===== src/uart_fifo_pkg.sv =====
// Shared constants and types for the UART FIFO control block
package uart_fifo_pkg;
	localparam int FIFO_DEPTH = 16;
	localparam int DATA_W     = 8;
	localparam int CNT_W      = 5;
	localparam int EV_W       = 4;

	localparam logic [7:0] ADDR_DATA         = 8'h00;
	localparam logic [7:0] ADDR_FIFO_CONTROL = 8'h04;
	localparam logic [7:0] ADDR_INT_STATUS   = 8'h08;
	localparam logic [7:0] ADDR_INT_MASK     = 8'h0C;
	localparam logic [7:0] ADDR_LEVEL        = 8'h10;

	localparam int FIFO_ENABLE_POS = 0;
	localparam int RX_CLEAR_POS    = 1;
	localparam int TX_CLEAR_POS    = 2;
	localparam int READY_MODE_POS  = 3;
	localparam int RX_THR_LSB      = 6;
	localparam int RX_THR_MSB      = 7;

	localparam int LEVEL_RX_LSB    = 0;
	localparam int LEVEL_TX_LSB    = 8;
	localparam int LEVEL_EN_POS    = 16;
	localparam int LEVEL_MODE_POS  = 17;
	localparam int LEVEL_THR_LSB   = 18;

	localparam int EV_RX_LEVEL   = 0;
	localparam int EV_RX_TIMEOUT = 1;
	localparam int EV_TX_EMPTY   = 2;
	localparam int EV_RX_OVERRUN = 3;

	localparam logic            FIFO_ENABLE_RESET = 1'b0;
	localparam logic            READY_MODE_RESET  = 1'b0;
	localparam logic [1:0]      RX_THR_RESET      = 2'h0;
	localparam logic [EV_W-1:0] INT_MASK_RESET    = 4'h0;
	localparam logic [EV_W-1:0] INT_STATUS_RESET  = 4'h0;

	localparam logic [CNT_W-1:0] THR_CODE0 = 5'h01;
	localparam logic [CNT_W-1:0] THR_CODE1 = 5'h04;
	localparam logic [CNT_W-1:0] THR_CODE2 = 5'h08;
	localparam logic [CNT_W-1:0] THR_CODE3 = 5'h0E;

	typedef enum logic [1:0] {
		RX_WAIT  = 2'b01,
		RX_DRAIN = 2'b10
	} rx_ready_state_type;

	function automatic logic [CNT_W-1:0] thr_decode(input logic [1:0] code);
		case (code)
			2'h0:    thr_decode = THR_CODE0;
			2'h1:    thr_decode = THR_CODE1;
			2'h2:    thr_decode = THR_CODE2;
			default: thr_decode = THR_CODE3;
		endcase
	endfunction
endpackage


===== src/uart_byte_fifo.sv =====
// Circular byte store with clear, used for both directions
`timescale 1ns/10ps
module uart_byte_fifo #(
	parameter int WIDTH = 8,
	parameter int DEPTH = 16,
	parameter int CNT_W = 5
) (
	input  wire logic             clk,
	input  wire logic             rst_b,
	input  wire logic             clr,
	input  wire logic             push,
	input  wire logic [WIDTH-1:0] wdata,
	input  wire logic             pop,
	output logic      [WIDTH-1:0] rdata,
	output logic      [CNT_W-1:0] count
);
	localparam int PTR_W = $clog2(DEPTH);

	logic [WIDTH-1:0] mem [DEPTH];
	logic [PTR_W-1:0] wr_ptr;
	logic [PTR_W-1:0] rd_ptr;
	wire              do_push;
	wire              do_pop;

	function automatic logic [PTR_W-1:0] ptr_inc(input logic [PTR_W-1:0] p);
		ptr_inc = (p == PTR_W'(DEPTH - 1)) ? '0 : p + PTR_W'(1);
	endfunction

	assign do_push = push && (count != CNT_W'(DEPTH));
	assign do_pop  = pop && (count != '0);
	assign rdata   = mem[rd_ptr];

	always_ff @(posedge clk) begin
		if (do_push && !clr)
			mem[wr_ptr] <= wdata;
	end

	always_ff @(posedge clk or negedge rst_b) begin
		if (!rst_b) begin
			wr_ptr <= '0;
			rd_ptr <= '0;
			count  <= '0;
		end else if (clr) begin
			wr_ptr <= '0;
			rd_ptr <= '0;
			count  <= '0;
		end else begin
			if (do_push)
				wr_ptr <= ptr_inc(wr_ptr);
			if (do_pop)
				rd_ptr <= ptr_inc(rd_ptr);
			if (do_push && !do_pop)
				count <= count + CNT_W'(1);
			else if (do_pop && !do_push)
				count <= count - CNT_W'(1);
		end
	end
endmodule


===== src/uart_fifo_control.sv =====
// FIFO control, APB registers and ready pins of the UART
//
// Overview of operation
// - A two-bit field at bits 7:6 sets the receive threshold; hitting it raises the receive interrupt.
// - Past the threshold, received characters keep filling the FIFO until it is full.
// - The ready mode bit selects mode zero when clear (reset value) and mode one when set while the enable bit is also set.
// - In mode zero the transmit-ready pin is low while no character is held and high after one is written.
// - In mode zero the receive-ready pin is low while a character is held and high once none remain.
// - In mode one the transmit-ready pin is high when the FIFO is full and low when it is empty.
// - In mode one receive-ready goes low at threshold or time-out and stays low until the FIFO empties.
// - Writing one to the transmit clear bit empties the transmit FIFO, leaving the shifter alone.
// - Writing one to the receive clear bit empties the receive FIFO, leaving the shifter alone.
// - The enable bit turns on both FIFOs; clear (reset value) gives single-character holding.
// - Other control bits are only taken by a write that also sets the enable bit.
// - Threshold codes 00, 01, 10, 11 give 1, 4, 8 and 14 bytes.
`timescale 1ns/10ps
module uart_fifo_control #(
	parameter int DEPTH = uart_fifo_pkg::FIFO_DEPTH
) (
	input  wire logic        clk,
	input  wire logic        rst_b,
	input  wire logic        psel,
	input  wire logic        penable,
	input  wire logic        pwrite,
	input  wire logic [7:0]  paddr,
	input  wire logic [31:0] pwdata,
	output logic      [31:0] prdata,
	output logic             pready,
	output logic             pslverr,
	output logic             irq,
	output logic             tx_space_ready_n,
	output logic             rx_data_ready_n,
	output logic      [7:0]  tx_char,
	output logic             tx_char_valid,
	input  wire logic        tx_char_take,
	input  wire logic [7:0]  rx_char,
	input  wire logic        rx_char_valid,
	input  wire logic        rx_timeout
);
	localparam int CW = uart_fifo_pkg::CNT_W;
	localparam int EW = uart_fifo_pkg::EV_W;

	logic          fifo_en;
	logic          ready_mode;
	logic [1:0]    thr_field;
	logic [EW-1:0] int_status;
	logic [EW-1:0] int_mask;
	logic [EW-1:0] next_status;
	logic [EW-1:0] rd_status;
	logic          rd_had_data;
	logic          tx_empty_prev;
	logic          level_prev;
	logic [CW-1:0] tx_count;
	logic [CW-1:0] rx_count;
	logic [7:0]    rx_head;

	// Bus decode
	wire setup   = psel && !penable;
	wire access  = psel && penable;
	wire hit_data  = (paddr == uart_fifo_pkg::ADDR_DATA);
	wire hit_fcr   = (paddr == uart_fifo_pkg::ADDR_FIFO_CONTROL);
	wire hit_stat  = (paddr == uart_fifo_pkg::ADDR_INT_STATUS);
	wire hit_mask  = (paddr == uart_fifo_pkg::ADDR_INT_MASK);
	wire hit_level = (paddr == uart_fifo_pkg::ADDR_LEVEL);
	wire addr_ok   = hit_data || hit_fcr || hit_stat || hit_mask
		|| hit_level;
	wire wr_en   = access && pwrite && addr_ok;
	wire rd_en   = access && !pwrite && addr_ok;
	wire fcr_wr  = wr_en && hit_fcr;
	wire wr_enable = pwdata[uart_fifo_pkg::FIFO_ENABLE_POS];

	wire fcr_take = fcr_wr && wr_enable;
	wire tx_clear = fcr_take && pwdata[uart_fifo_pkg::TX_CLEAR_POS];
	wire rx_clear = fcr_take && pwdata[uart_fifo_pkg::RX_CLEAR_POS];
	wire en_change = fcr_wr && (wr_enable != fifo_en);
	wire tx_flush  = tx_clear || en_change;
	wire rx_flush  = rx_clear || en_change;

	wire [CW-1:0] capacity = fifo_en ? CW'(DEPTH) : CW'(1);
	wire tx_full  = (tx_count >= capacity);
	wire rx_full  = (rx_count >= capacity);
	wire tx_push  = wr_en && hit_data && !tx_full;
	wire rx_push  = rx_char_valid && !rx_full;
	wire rx_pop   = rd_en && hit_data && rd_had_data;
	wire tx_pop   = tx_char_take && tx_char_valid;

	wire [CW-1:0] rx_thr = fifo_en
		? uart_fifo_pkg::thr_decode(thr_field) : CW'(1);
	wire level_hit = (rx_count == rx_thr);
	wire tx_empty  = (tx_count == '0);

	wire [EW-1:0] events;
	assign events[uart_fifo_pkg::EV_RX_LEVEL]   = level_hit && !level_prev;
	assign events[uart_fifo_pkg::EV_RX_TIMEOUT] = rx_timeout
		&& (rx_count != '0);
	assign events[uart_fifo_pkg::EV_TX_EMPTY]   = tx_empty && !tx_empty_prev;
	assign events[uart_fifo_pkg::EV_RX_OVERRUN] = rx_char_valid && rx_full;

	wire [31:0] level_word = 32'(rx_count) << uart_fifo_pkg::LEVEL_RX_LSB
		| 32'(tx_count) << uart_fifo_pkg::LEVEL_TX_LSB
		| 32'(fifo_en) << uart_fifo_pkg::LEVEL_EN_POS
		| 32'(ready_mode) << uart_fifo_pkg::LEVEL_MODE_POS
		| 32'(thr_field) << uart_fifo_pkg::LEVEL_THR_LSB;
	wire [31:0] rd_mux = hit_data ? 32'(rx_head)
		: hit_stat  ? 32'(int_status)
		: hit_mask  ? 32'(int_mask)
		: hit_level ? level_word
		: 32'h0000_0000;
	wire clr_status = rd_en && hit_stat;

	assign pready  = 1'b1;
	assign pslverr = access && !addr_ok;
	assign irq     = |(int_status & int_mask);
	assign tx_char_valid = !tx_empty;

	// Read clears only bits already returned; new events win
	always_comb begin
		next_status = int_status;
		if (clr_status)
			next_status = int_status & ~rd_status;
		next_status = next_status | events;
	end

	uart_byte_fifo #(
		.WIDTH (uart_fifo_pkg::DATA_W),
		.DEPTH (DEPTH),
		.CNT_W (CW)
	) tx_fifo (
		.clk   (clk),
		.rst_b (rst_b),
		.clr   (tx_flush),
		.push  (tx_push),
		.wdata (pwdata[7:0]),
		.pop   (tx_pop),
		.rdata (tx_char),
		.count (tx_count)
	);

	uart_byte_fifo #(
		.WIDTH (uart_fifo_pkg::DATA_W),
		.DEPTH (DEPTH),
		.CNT_W (CW)
	) rx_fifo (
		.clk   (clk),
		.rst_b (rst_b),
		.clr   (rx_flush),
		.push  (rx_push),
		.wdata (rx_char),
		.pop   (rx_pop),
		.rdata (rx_head),
		.count (rx_count)
	);

	uart_ready_pins #(
		.DEPTH (DEPTH),
		.CNT_W (CW)
	) ready_pins (
		.clk              (clk),
		.rst_b            (rst_b),
		.fifo_en          (fifo_en),
		.ready_mode       (ready_mode),
		.tx_count         (tx_count),
		.rx_count         (rx_count),
		.rx_thr           (rx_thr),
		.rx_timeout       (rx_timeout),
		.tx_space_ready_n (tx_space_ready_n),
		.rx_data_ready_n  (rx_data_ready_n)
	);

	always_ff @(posedge clk or negedge rst_b) begin
		if (!rst_b) begin
			fifo_en    <= uart_fifo_pkg::FIFO_ENABLE_RESET;
			ready_mode <= uart_fifo_pkg::READY_MODE_RESET;
			thr_field  <= uart_fifo_pkg::RX_THR_RESET;
		end else if (fcr_wr) begin
			fifo_en <= wr_enable;
			if (wr_enable) begin
				ready_mode <= pwdata[uart_fifo_pkg::READY_MODE_POS];
				thr_field  <= pwdata[uart_fifo_pkg::RX_THR_MSB:
					uart_fifo_pkg::RX_THR_LSB];
			end
		end
	end

	always_ff @(posedge clk or negedge rst_b) begin
		if (!rst_b) begin
			int_status    <= uart_fifo_pkg::INT_STATUS_RESET;
			int_mask      <= uart_fifo_pkg::INT_MASK_RESET;
			tx_empty_prev <= 1'b1;
			level_prev    <= 1'b0;
		end else begin
			int_status    <= next_status;
			tx_empty_prev <= tx_empty;
			level_prev    <= level_hit;
			if (wr_en && hit_mask)
				int_mask <= pwdata[EW-1:0];
		end
	end

	// Read data captured in the setup cycle
	always_ff @(posedge clk or negedge rst_b) begin
		if (!rst_b) begin
			prdata      <= 32'h0000_0000;
			rd_status   <= '0;
			rd_had_data <= 1'b0;
		end else if (setup) begin
			prdata      <= pwrite ? 32'h0000_0000 : rd_mux;
			rd_status   <= int_status;
			rd_had_data <= (rx_count != '0);
		end
	end
endmodule


===== src/uart_ready_pins.sv =====
// Transmit-ready and receive-ready pin generation for both modes
`timescale 1ns/10ps
module uart_ready_pins #(
	parameter int DEPTH = 16,
	parameter int CNT_W = 5
) (
	input  wire logic             clk,
	input  wire logic             rst_b,
	input  wire logic             fifo_en,
	input  wire logic             ready_mode,
	input  wire logic [CNT_W-1:0] tx_count,
	input  wire logic [CNT_W-1:0] rx_count,
	input  wire logic [CNT_W-1:0] rx_thr,
	input  wire logic             rx_timeout,
	output logic                  tx_space_ready_n,
	output logic                  rx_data_ready_n
);
	uart_fifo_pkg::rx_ready_state_type state;
	uart_fifo_pkg::rx_ready_state_type next_state;
	logic                              next_tx_n;
	wire                               block_mode;
	wire                               rx_start;

	assign block_mode = fifo_en && ready_mode;
	assign rx_start   = (rx_count >= rx_thr)
		|| (rx_timeout && (rx_count != '0));

	always_comb begin
		next_state = state;
		case (state)
			uart_fifo_pkg::RX_WAIT: begin
				if (block_mode && rx_start)
					next_state = uart_fifo_pkg::RX_DRAIN;
			end
			uart_fifo_pkg::RX_DRAIN: begin
				if (!block_mode || rx_count == '0)
					next_state = uart_fifo_pkg::RX_WAIT;
			end
			default: next_state = uart_fifo_pkg::RX_WAIT;
		endcase
	end

	always_comb begin
		next_tx_n = tx_space_ready_n;
		if (!block_mode)
			// high once a character is held
			next_tx_n = (tx_count != '0);
		// full high, empty low, else hold
		else if (tx_count == CNT_W'(DEPTH))
			next_tx_n = 1'b1;
		else if (tx_count == '0)
			next_tx_n = 1'b0;
	end

	always_ff @(posedge clk or negedge rst_b) begin
		if (!rst_b) begin
			state            <= uart_fifo_pkg::RX_WAIT;
			tx_space_ready_n <= 1'b0;
			rx_data_ready_n  <= 1'b1;
		end else begin
			state            <= next_state;
			tx_space_ready_n <= next_tx_n;
			// mode zero: low while any character is held; mode one: low while in RX_DRAIN
			rx_data_ready_n  <= block_mode
				? (next_state != uart_fifo_pkg::RX_DRAIN)
				: (rx_count == '0);
		end
	end
endmodule


===== config.mk =====
export PLATFORM = sky130hd
export DESIGN_NAME = uart_fifo_control
export DESIGN_NICKNAME = d
export VERILOG_FILES = /design/src/uart_fifo_pkg.sv /design/src/uart_byte_fifo.sv /design/src/uart_fifo_control.sv /design/src/uart_ready_pins.sv
export SDC_FILE = /design/constraint.sdc
export NUM_CORES = 1
export LEC_CHECK = 0
export ABC_AREA = 1
export ABC_CLOCK_PERIOD_IN_PS = 3700
export BUFFER_PORTS_ARGS = -buffer_cell sky130_fd_sc_hd__buf_2
export CORE_ASPECT_RATIO = 0.5
export CORE_MARGIN = 10
export CORE_UTILIZATION = 45
export CTS_CLUSTER_DIAMETER = 80
export DETAILED_ROUTE_END_ITERATION = 8
export PLACE_DENSITY = 0.68
export RECOVER_POWER = 50
export SYNTH_ARGS = -nofsm -noshare
export SYNTH_HDL_FRONTEND = slang
export SYNTH_SLANG_ARGS = --single-unit

===== constraint.sdc =====
create_clock -name clk -period 3.7 [get_ports clk]
set_input_delay 0.74 -clock clk [delete_from_list [all_inputs] [get_ports clk]]
set_output_delay 0.74 -clock clk [all_outputs]
set_load 0.005 [all_outputs]

======== After elaboration in Yosys (flattened, before gate mapping) ========
Memory sizes are Yosys's and may differ from the RTL's.
Index checks and enable logic that the tools add are counted.
storage, ports and cells
  register bits ........................... 81
  bits in latches ......................... 0
  RAM bits ................................ 256
  ROM bits ................................ 0
  input port bits ......................... 56
  word-level logic and storage cells ...... 170
  memories kept ........................... 2
memories
  memory       words  bits a word  read ports  clocked after Yosys merged registers in  write ports  line                  source
  rx_fifo.mem  16     8            1           0                                        1            uart_byte_fifo.sv:19  logic [WIDTH-1:0] mem [DEPTH];
  tx_fifo.mem  16     8            1           0                                        1            uart_byte_fifo.sv:19
operators by class
  $add $sub $neg .......................... 8
  $mul .................................... 0
  div/mod/pow operators ................... 0
  $lt $le $gt $ge ......................... 3
  equality and inequality tests ........... 19
  shift operators ......................... 0
  mux-type cells .......................... 38
  bitwise gates (word level) .............. 8
  reduce and logical (&&, ||, !) cells .... 73
operators by type and width
  operator                                                            number
  20-bit two-way mux                                                  5
  4-bit two-way mux                                                   13
  5-bit two-way mux                                                   8
  1-bit logical AND                                                   36
  18-bit by 20-bit bitwise OR with 20-bit output                      1
  17-bit by 18-bit bitwise OR with 18-bit output                      1
  13-bit by 17-bit bitwise OR with 17-bit output                      1
  4-bit by 1-bit adder with 4-bit output, second input constant       4
  4-bit == test, second input constant                                4
  8-bit by 4-bit == test with 1-bit output, second input constant     2
  5-bit greater-or-equal comparator                                   3
  1-bit logical NOT                                                   15
  5-bit by 13-bit bitwise OR with 13-bit output                       1
  4-bit one-hot mux with 3 select lines                               1
  5-bit by 1-bit adder with 5-bit output, second input constant       2
  5-bit logical NOT                                                   2
  5-bit != test, second input constant                                2
  5-bit nonzero test                                                  2
  5-bit by 1-bit subtractor with 5-bit output, second input constant  2
  4-bit AND                                                           2
  8-bit by 3-bit == test with 1-bit output, second input constant     1
  8-bit by 5-bit == test with 1-bit output, second input constant     1
  8-bit logical NOT                                                   1
  1-bit logical OR                                                    8
  17 further kinds                                                    31

======== Logic depth before layout (Yosys ltp) ========
  depth in word-level cells ............... 14
  mapped depth ............................ 17

======== By module ========
Synthesis repeated with hierarchy kept, for this count alone.
second synthesis, totals
  cells, all modules ...................... 1341
  area total of the unflattened synthesis .. 14589.0 µm²
modules (own cells, without submodules)
  module                     times used  cells each  area each (µm²)  seq. area each (µm²)
  uart_byte_fifo at rx_fifo  1           501         5979.5           4169.0
  uart_byte_fifo at tx_fifo  1           491         5933.2           4169.0
  uart_fifo_control          1           289         2267.2           902.1
  uart_ready_pins            1           60          409.1            102.6

======== Worst setup path after synthesis ========
Ideal clock, no wire load.
  path type ............................... reg2reg
  from .................................... register fifo_en
  to ...................................... register tx_fifo.count[4]
  library setup time ...................... 0.124 ns
  arrival ................................. 2.674 ns
  slack ................................... 0.902 ns
  cell stages (with the launch flop) ...... 17
  clock period less this slack ............ 2.798 ns
  cells stage by stage .................... dfrtp_1 -> clkbuf_1 -> inv_1 -> ha_1 -> inv_1 -> nand4_1 -> nand2_1 -> nand3_2 -> nor2_4 -> ha_1 -> inv_1 -> ha_1 -> and3_1 -> nor2_1 -> or2_2 -> nand3_1 -> a21oi_1
between the ends
  word-level cells in the longest chain between the ends .. 8
  elaborated cells on any way between the ends .. 14
  those cells by class .................... order compare (1); eq/ne (1); mux (3); reduce/logical (9)
ends and longest elaborated chain
  what                                                            line                                        source
  from (decl)                                                     uart_fifo_control.sv:43                     logic fifo_en;
  from (signal assigned)                                          uart_fifo_control.sv:172                    fifo_en <= uart_fifo_pkg::FIFO_ENABLE_RESET;
  from (signal assigned)                                          uart_fifo_control.sv:176                    fifo_en <= wr_enable;
  5-bit two-way mux                                               uart_fifo_control.sv:79                     wire [CW-1:0] capacity = fifo_en ? CW'(DEPTH) : CW'(1);
  5-bit greater-or-equal comparator                               uart_fifo_control.sv:80                     wire tx_full = (tx_count >= capacity);
  1-bit logical NOT                                               uart_fifo_control.sv:82                     wire tx_push = wr_en && hit_data && !tx_full;
  1-bit logical AND                                               uart_fifo_control.sv:82
  1-bit logical AND                                               uart_byte_fifo.sv:29                        assign do_push = push && (count != CNT_W'(DEPTH));
  1-bit logical AND / 1-bit logical NOT (equally long branches)   uart_byte_fifo.sv:52, uart_byte_fifo.sv:54
  5-bit two-way mux / 1-bit logical AND (equally long branches)   uart_byte_fifo.sv:52, uart_byte_fifo.sv:54
  5-bit two-way mux / 3-bit nonzero test (equally long branches)  -
  to (signal assigned)                                            uart_byte_fifo.sv:53                        count <= count + CNT_W'(1);
  to (signal assigned)                                            uart_byte_fifo.sv:55                        count <= count - CNT_W'(1);
  to (decl)                                                       uart_byte_fifo.sv:15                        output logic [CNT_W-1:0] count
Several ways; a longest one is shown, not always the timed one.
A chain may end at the register's enable or synchronous reset.

======== Worst setup path after layout ========
  from .................................... register tx_fifo.rd_ptr[2]
  to ...................................... output port tx_char[3]
between the ends
  word-level cells in the longest chain between the ends .. 1
ends and longest elaborated chain
  what                    line                     source
  from (decl)             uart_byte_fifo.sv:21     logic [PTR_W-1:0] rd_ptr;
  from (signal assigned)  uart_byte_fifo.sv:51     rd_ptr <= ptr_inc(rd_ptr);
  memory read 16 x 8 bit  -
  to (decl)               uart_fifo_control.sv:33  output logic [7:0] tx_char,
Every way passes these cells.

==> reports/qor_table.md <==
| Parameter | Value | Unit |
|:---|:---|:---|
| Number of nets with antenna violations after detailed routing | 0 | - |
| Destination of the critical timing path | tx_char[3] | - |
| Number of standard cells in the final layout excluding fillers | 1,811 | - |
| Critical path data arrival time | 2790 | ps |
| Status | finished, violations left | - |
| Clock tree from TritonCTS | yes | - |
| Post-detailed-route via-to-cell ratio | 5.422 | - |
| Share of layout cells above drive strength 1 | 12.46 | % |
| Warnings from Yosys | 0 | - |
| Critical path origin | tx_fifo.rd_ptr[2] | - |
| Clock latency on the worst-skew pair | 560 | ps |
| Most used cells in the layout excluding fill and tap cells | sky130_fd_sc_hd__nand2_1 (269), sky130_fd_sc_hd__edfxtp_1 (256), sky130_fd_sc_hd__nor2_1 (123), sky130_fd_sc_hd__o21ai_0 (111), sky130_fd_sc_hd__nand3_1 (99) | - |
| Met2 global-route usage | 28.89 | % |
| #FFs+latches synth | 322 | - |
| Detail-routed net length per standard cell | 19.01 | um |
| Final-report hold violation count | 0 | - |
| Maximum number of buffers from clock root to sink | 3 | - |
| # DRC | 0 | - |
| FFs w/ async S/R, synth | 20.50 | % |
| Number of setup violations in the final report | 0 | - |
| Final estimated routing congestion in global placement | 0.8743 | - |
| Post-layout total power | 8799 | uW |
| Root Driver | sky130_fd_sc_hd__clkbuf_16 | - |
| Clk sinks | 322 | - |
| Worst-Margin Slew | 2404 | ps |
| CP Max Fanout | 14 | - |
| Crit path capture type | output port | - |
| Reg2Reg Capture Point | tx_fifo.count[4] | - |
| Maximum number of pins on one net before global-route repair | 68 | - |
| Final worst setup slack | 173.2 | ps |
| Vias in the first global route | 10,010 | - |
| Violation count after the first detailed-route iteration | 1,045 | - |
| Failing checks | capacitance limit, slew limit | - |
| Worst setup slack before clock tree synthesis | 478.9 | ps |
| Die extent in x | 271.7 | um |
| Global Route met1 Usage | 21.96 | % |
| Final max-slew violation count | 41 | - |
| RSZ-0062 raised after global routing | false | - |
| CTS buffer count | 29 | - |
| Clock Skew | 14.90 | ps |
| Headroom to the max-slew limit | -60.24 | % |
| Post-DP HPWL | 22.64 | mm |
| EDFF count, synth | 256 | - |
| Final wirelength | 34.43 | mm |
| Placed instance count | 1,758 | - |
| Total overflow reported by the global router | 0 | - |
| Gate Count Post-Synth | 1,293 | - |
| Data required time at the worst endpoint | 2960 | ps |
| Final layout net count | 1,452 | - |
| Worst-case reg-to-reg path depth | 16 | - |
| Maximum clock frequency | 283.5 | MHz |
| Total Routing Usage GR | 17.19 | % |
| Placeable core region | 30,740 | um2 |
| Clk slew on worst S/H paths | 70 | ps |
| # H-tree levels | 1 | - |
| Worst Min Path Start | rx_timeout | - |
| Initial antenna violation count | 0 | - |
| Critical Path Start Type | flip-flop | - |
| Origin of the critical flop-to-flop path | fifo_en | - |
| Most common cell after layout, fill and taps aside | sky130_fd_sc_hd__nand2_1 | - |
| Cell variety after synth | 49 | - |
| Global route hottest layer | met2 | - |
| Starting density of the core | 46.36 | % |
| Number of max-capacitance violations reported | 1 | - |
| First-pass GRT wire length | 54.79 | mm |
| Row count | 45 | - |
| Cts-stage hold buffer count | 0 | - |
| Share of the clock period used by the worst path | 95.32 | % |
| Number of port buffers | 61 | - |
| Num ports | 102 | - |
| Layout area overhead | 11.93 | % |
| Number of antenna cells inserted | 0 | - |
| Total iterations of the first detailed-routing run | 5 | - |
| Final standard cell area without fillers | 15,950 | um2 |
| Leak pwr | 0.006102 | uW |
| Most used DFF post-synth | sky130_fd_sc_hd__edfxtp_1 | - |
| Pwr per Cell Area | 551.6 | nW/um2 |
| Minimum clock period | 3527 | ps |
| Mapped Area | 14,250 | um2 |
| Met3 track demand over resource in global routing | 2.932 | % |
| Start-to-end type of the worst setup path | flip-flop to output port | - |
| Aggregate negative setup slack | 0 | ps |
| Die H | 145.8 | um |
| Count of vias placed by the detailed router | 9,820 | - |
| Synthesized area per cell | 11.02 | um2 |
| Fraction of the yosys area taken by sequential cells | 65.55 | % |
| Worst ir drop on vdd | 299.5 | uV |
| Class of the worst hold path | primary input to flip-flop | - |
| Post-DP Area | 15,050 | um2 |
| Fill cell count | 2,693 | - |
| Setup slack on the worst flop-to-flop path | 590 | ps |
| Overall die area | 39,620 | um2 |
cell type report:
type,count,area (um2),area share (%)
Clock buffer,40,787.0,4.933
Clock inverter,13,187.7,1.176
Inverter,88,331.6,2.078
Multi-Input combinational cell,835,4269,26.76
Sequential cell,322,9346,58.59
Tap cell,423,529.3,3.318
Timing Repair Buffer,90,501.7,3.145
worst min-delay path by stage:
stage                    end  slack (ps)  depth (start not counted)
3_3_place_gp   int_status[0]         420                          1
4_1_cts            prdata[7]         360                          1
2_1_floorplan  int_status[0]         410                          1
6_report       int_status[1]         420                          3
3_5_place_dp   int_status[0]         430                          1
5_1_grt        int_status[1]         420                          3
cell families after synthesis:
group                    after synthesis  share of synthesized area [%]
AO/OA/AOI/OAI                        217                          8.796
AND/OR/NAND/NOR                      568                          18.00
XOR/XNOR                               4                         0.2458
buffers and inverters                150                          4.618
adder cells (fa/ha/maj)               30                          2.739
flip-flops                           322                          65.55
other                                  2                        0.05269
critical path: stages (launching register included):
cell and delay [ps]:
sky130_fd_sc_hd__dfrtp_2 560, sky130_fd_sc_hd__inv_2 210, sky130_fd_sc_hd__nor2_4 210, sky130_fd_sc_hd__clkinv_1 350
sky130_fd_sc_hd__a21oi_1 230, sky130_fd_sc_hd__a211oi_1 120, sky130_fd_sc_hd__o21ai_0 160, sky130_fd_sc_hd__o21ai_0 210
sky130_fd_sc_hd__buf_2 170
registers in the layout, summed over array words and instances (netlist names):
| name | flops |
|---|---|
| rx_fifo.mem | 128 |
| tx_fifo.mem | 128 |
| prdata | 17 |
| rx_fifo.count | 5 |
| tx_fifo.count | 5 |
| int_mask | 4 |
| int_status | 4 |
| rd_status | 4 |
| rx_fifo.rd_ptr | 4 |
| rx_fifo.wr_ptr | 4 |
| tx_fifo.rd_ptr | 4 |
| tx_fifo.wr_ptr | 4 |
| ready_pins.state | 2 |
| thr_field | 2 |
| fifo_en | 1 |
| level_prev | 1 |
| rd_had_data | 1 |
| ready_mode | 1 |
| ready_pins.rx_data_ready_n | 1 |
| ready_pins.tx_space_ready_n | 1 |
| tx_empty_prev | 1 |
metal layers:
metal / wire, um / up-vias / part of all wire (%)
li1: - / 4641 / -
met1: 14540 / 4806 / 42
met2: 16800 / 300 / 49
met3: 1985 / 73 / 5.8
met4: 1098 / 0 / 3.2
met5: 0 / - / 0
synth_stat cells (3+ instances only):
library cell	instances	area, um2
sky130_fd_sc_hd__dfrtp_1	63	1577
sky130_fd_sc_hd__nor2_4	7	78.83
sky130_fd_sc_hd__nor3_1	8	40.04
sky130_fd_sc_hd__o2111ai_1	9	78.83
sky130_fd_sc_hd__clkbuf_1	23	86.33
sky130_fd_sc_hd__inv_1	80	300.3
sky130_fd_sc_hd__or2_2	10	62.56
sky130_fd_sc_hd__buf_2	16	80.08
sky130_fd_sc_hd__nand2_2	8	50.05
sky130_fd_sc_hd__nor2_1	120	450.4
sky130_fd_sc_hd__o211ai_1	14	105.1
sky130_fd_sc_hd__o22ai_1	14	87.58
sky130_fd_sc_hd__inv_2	5	18.77
sky130_fd_sc_hd__buf_1	4	15.01
sky130_fd_sc_hd__a21oi_1	45	225.2
sky130_fd_sc_hd__nand4_1	21	131.4
sky130_fd_sc_hd__dfstp_2	3	78.83
sky130_fd_sc_hd__nand3_1	98	490.5
sky130_fd_sc_hd__o221ai_1	4	35.03
sky130_fd_sc_hd__nor2_2	15	93.84
sky130_fd_sc_hd__nand2_4	4	45.04
sky130_fd_sc_hd__nand2_1	268	1006
sky130_fd_sc_hd__edfxtp_1	256	7687
sky130_fd_sc_hd__o21ai_0	111	555.5
sky130_fd_sc_hd__ha_1	28	350.3
sky130_fd_sc_hd__xor2_1	4	35.03
sky130_fd_sc_hd__a211oi_1	10	75.07
sky130_fd_sc_hd__buf_4	17	127.6
power by group:
part           switching (uW)  leakage (uW)  internal (uW)  total [uW]
combinational            1050       0.00255            527        1580
clock                    1330      0.000464           1780        3110
sequential                133       0.00309           3980        4110
total                    2520       0.00610           6280        8800
stage by stage:
step / utilization (%) / hold slack [ps]
3_5_place_dp: 48.95 / 425.8
5_1_grt: 51.89 / 415.3
2_1_floorplan: - / 406.2
6_report: 51.89 / 420.5
4_1_cts: 52.12 / 360.0
3_3_place_gp: 48.95 / 417.1
repair_timing:
action                     in CTS  in global routing
setup endpoints to repair       1                  0
setup buffers                   0                  0
gates resized for setup         1                  0
No activity file was read; power rests on OpenSTA's default activity.
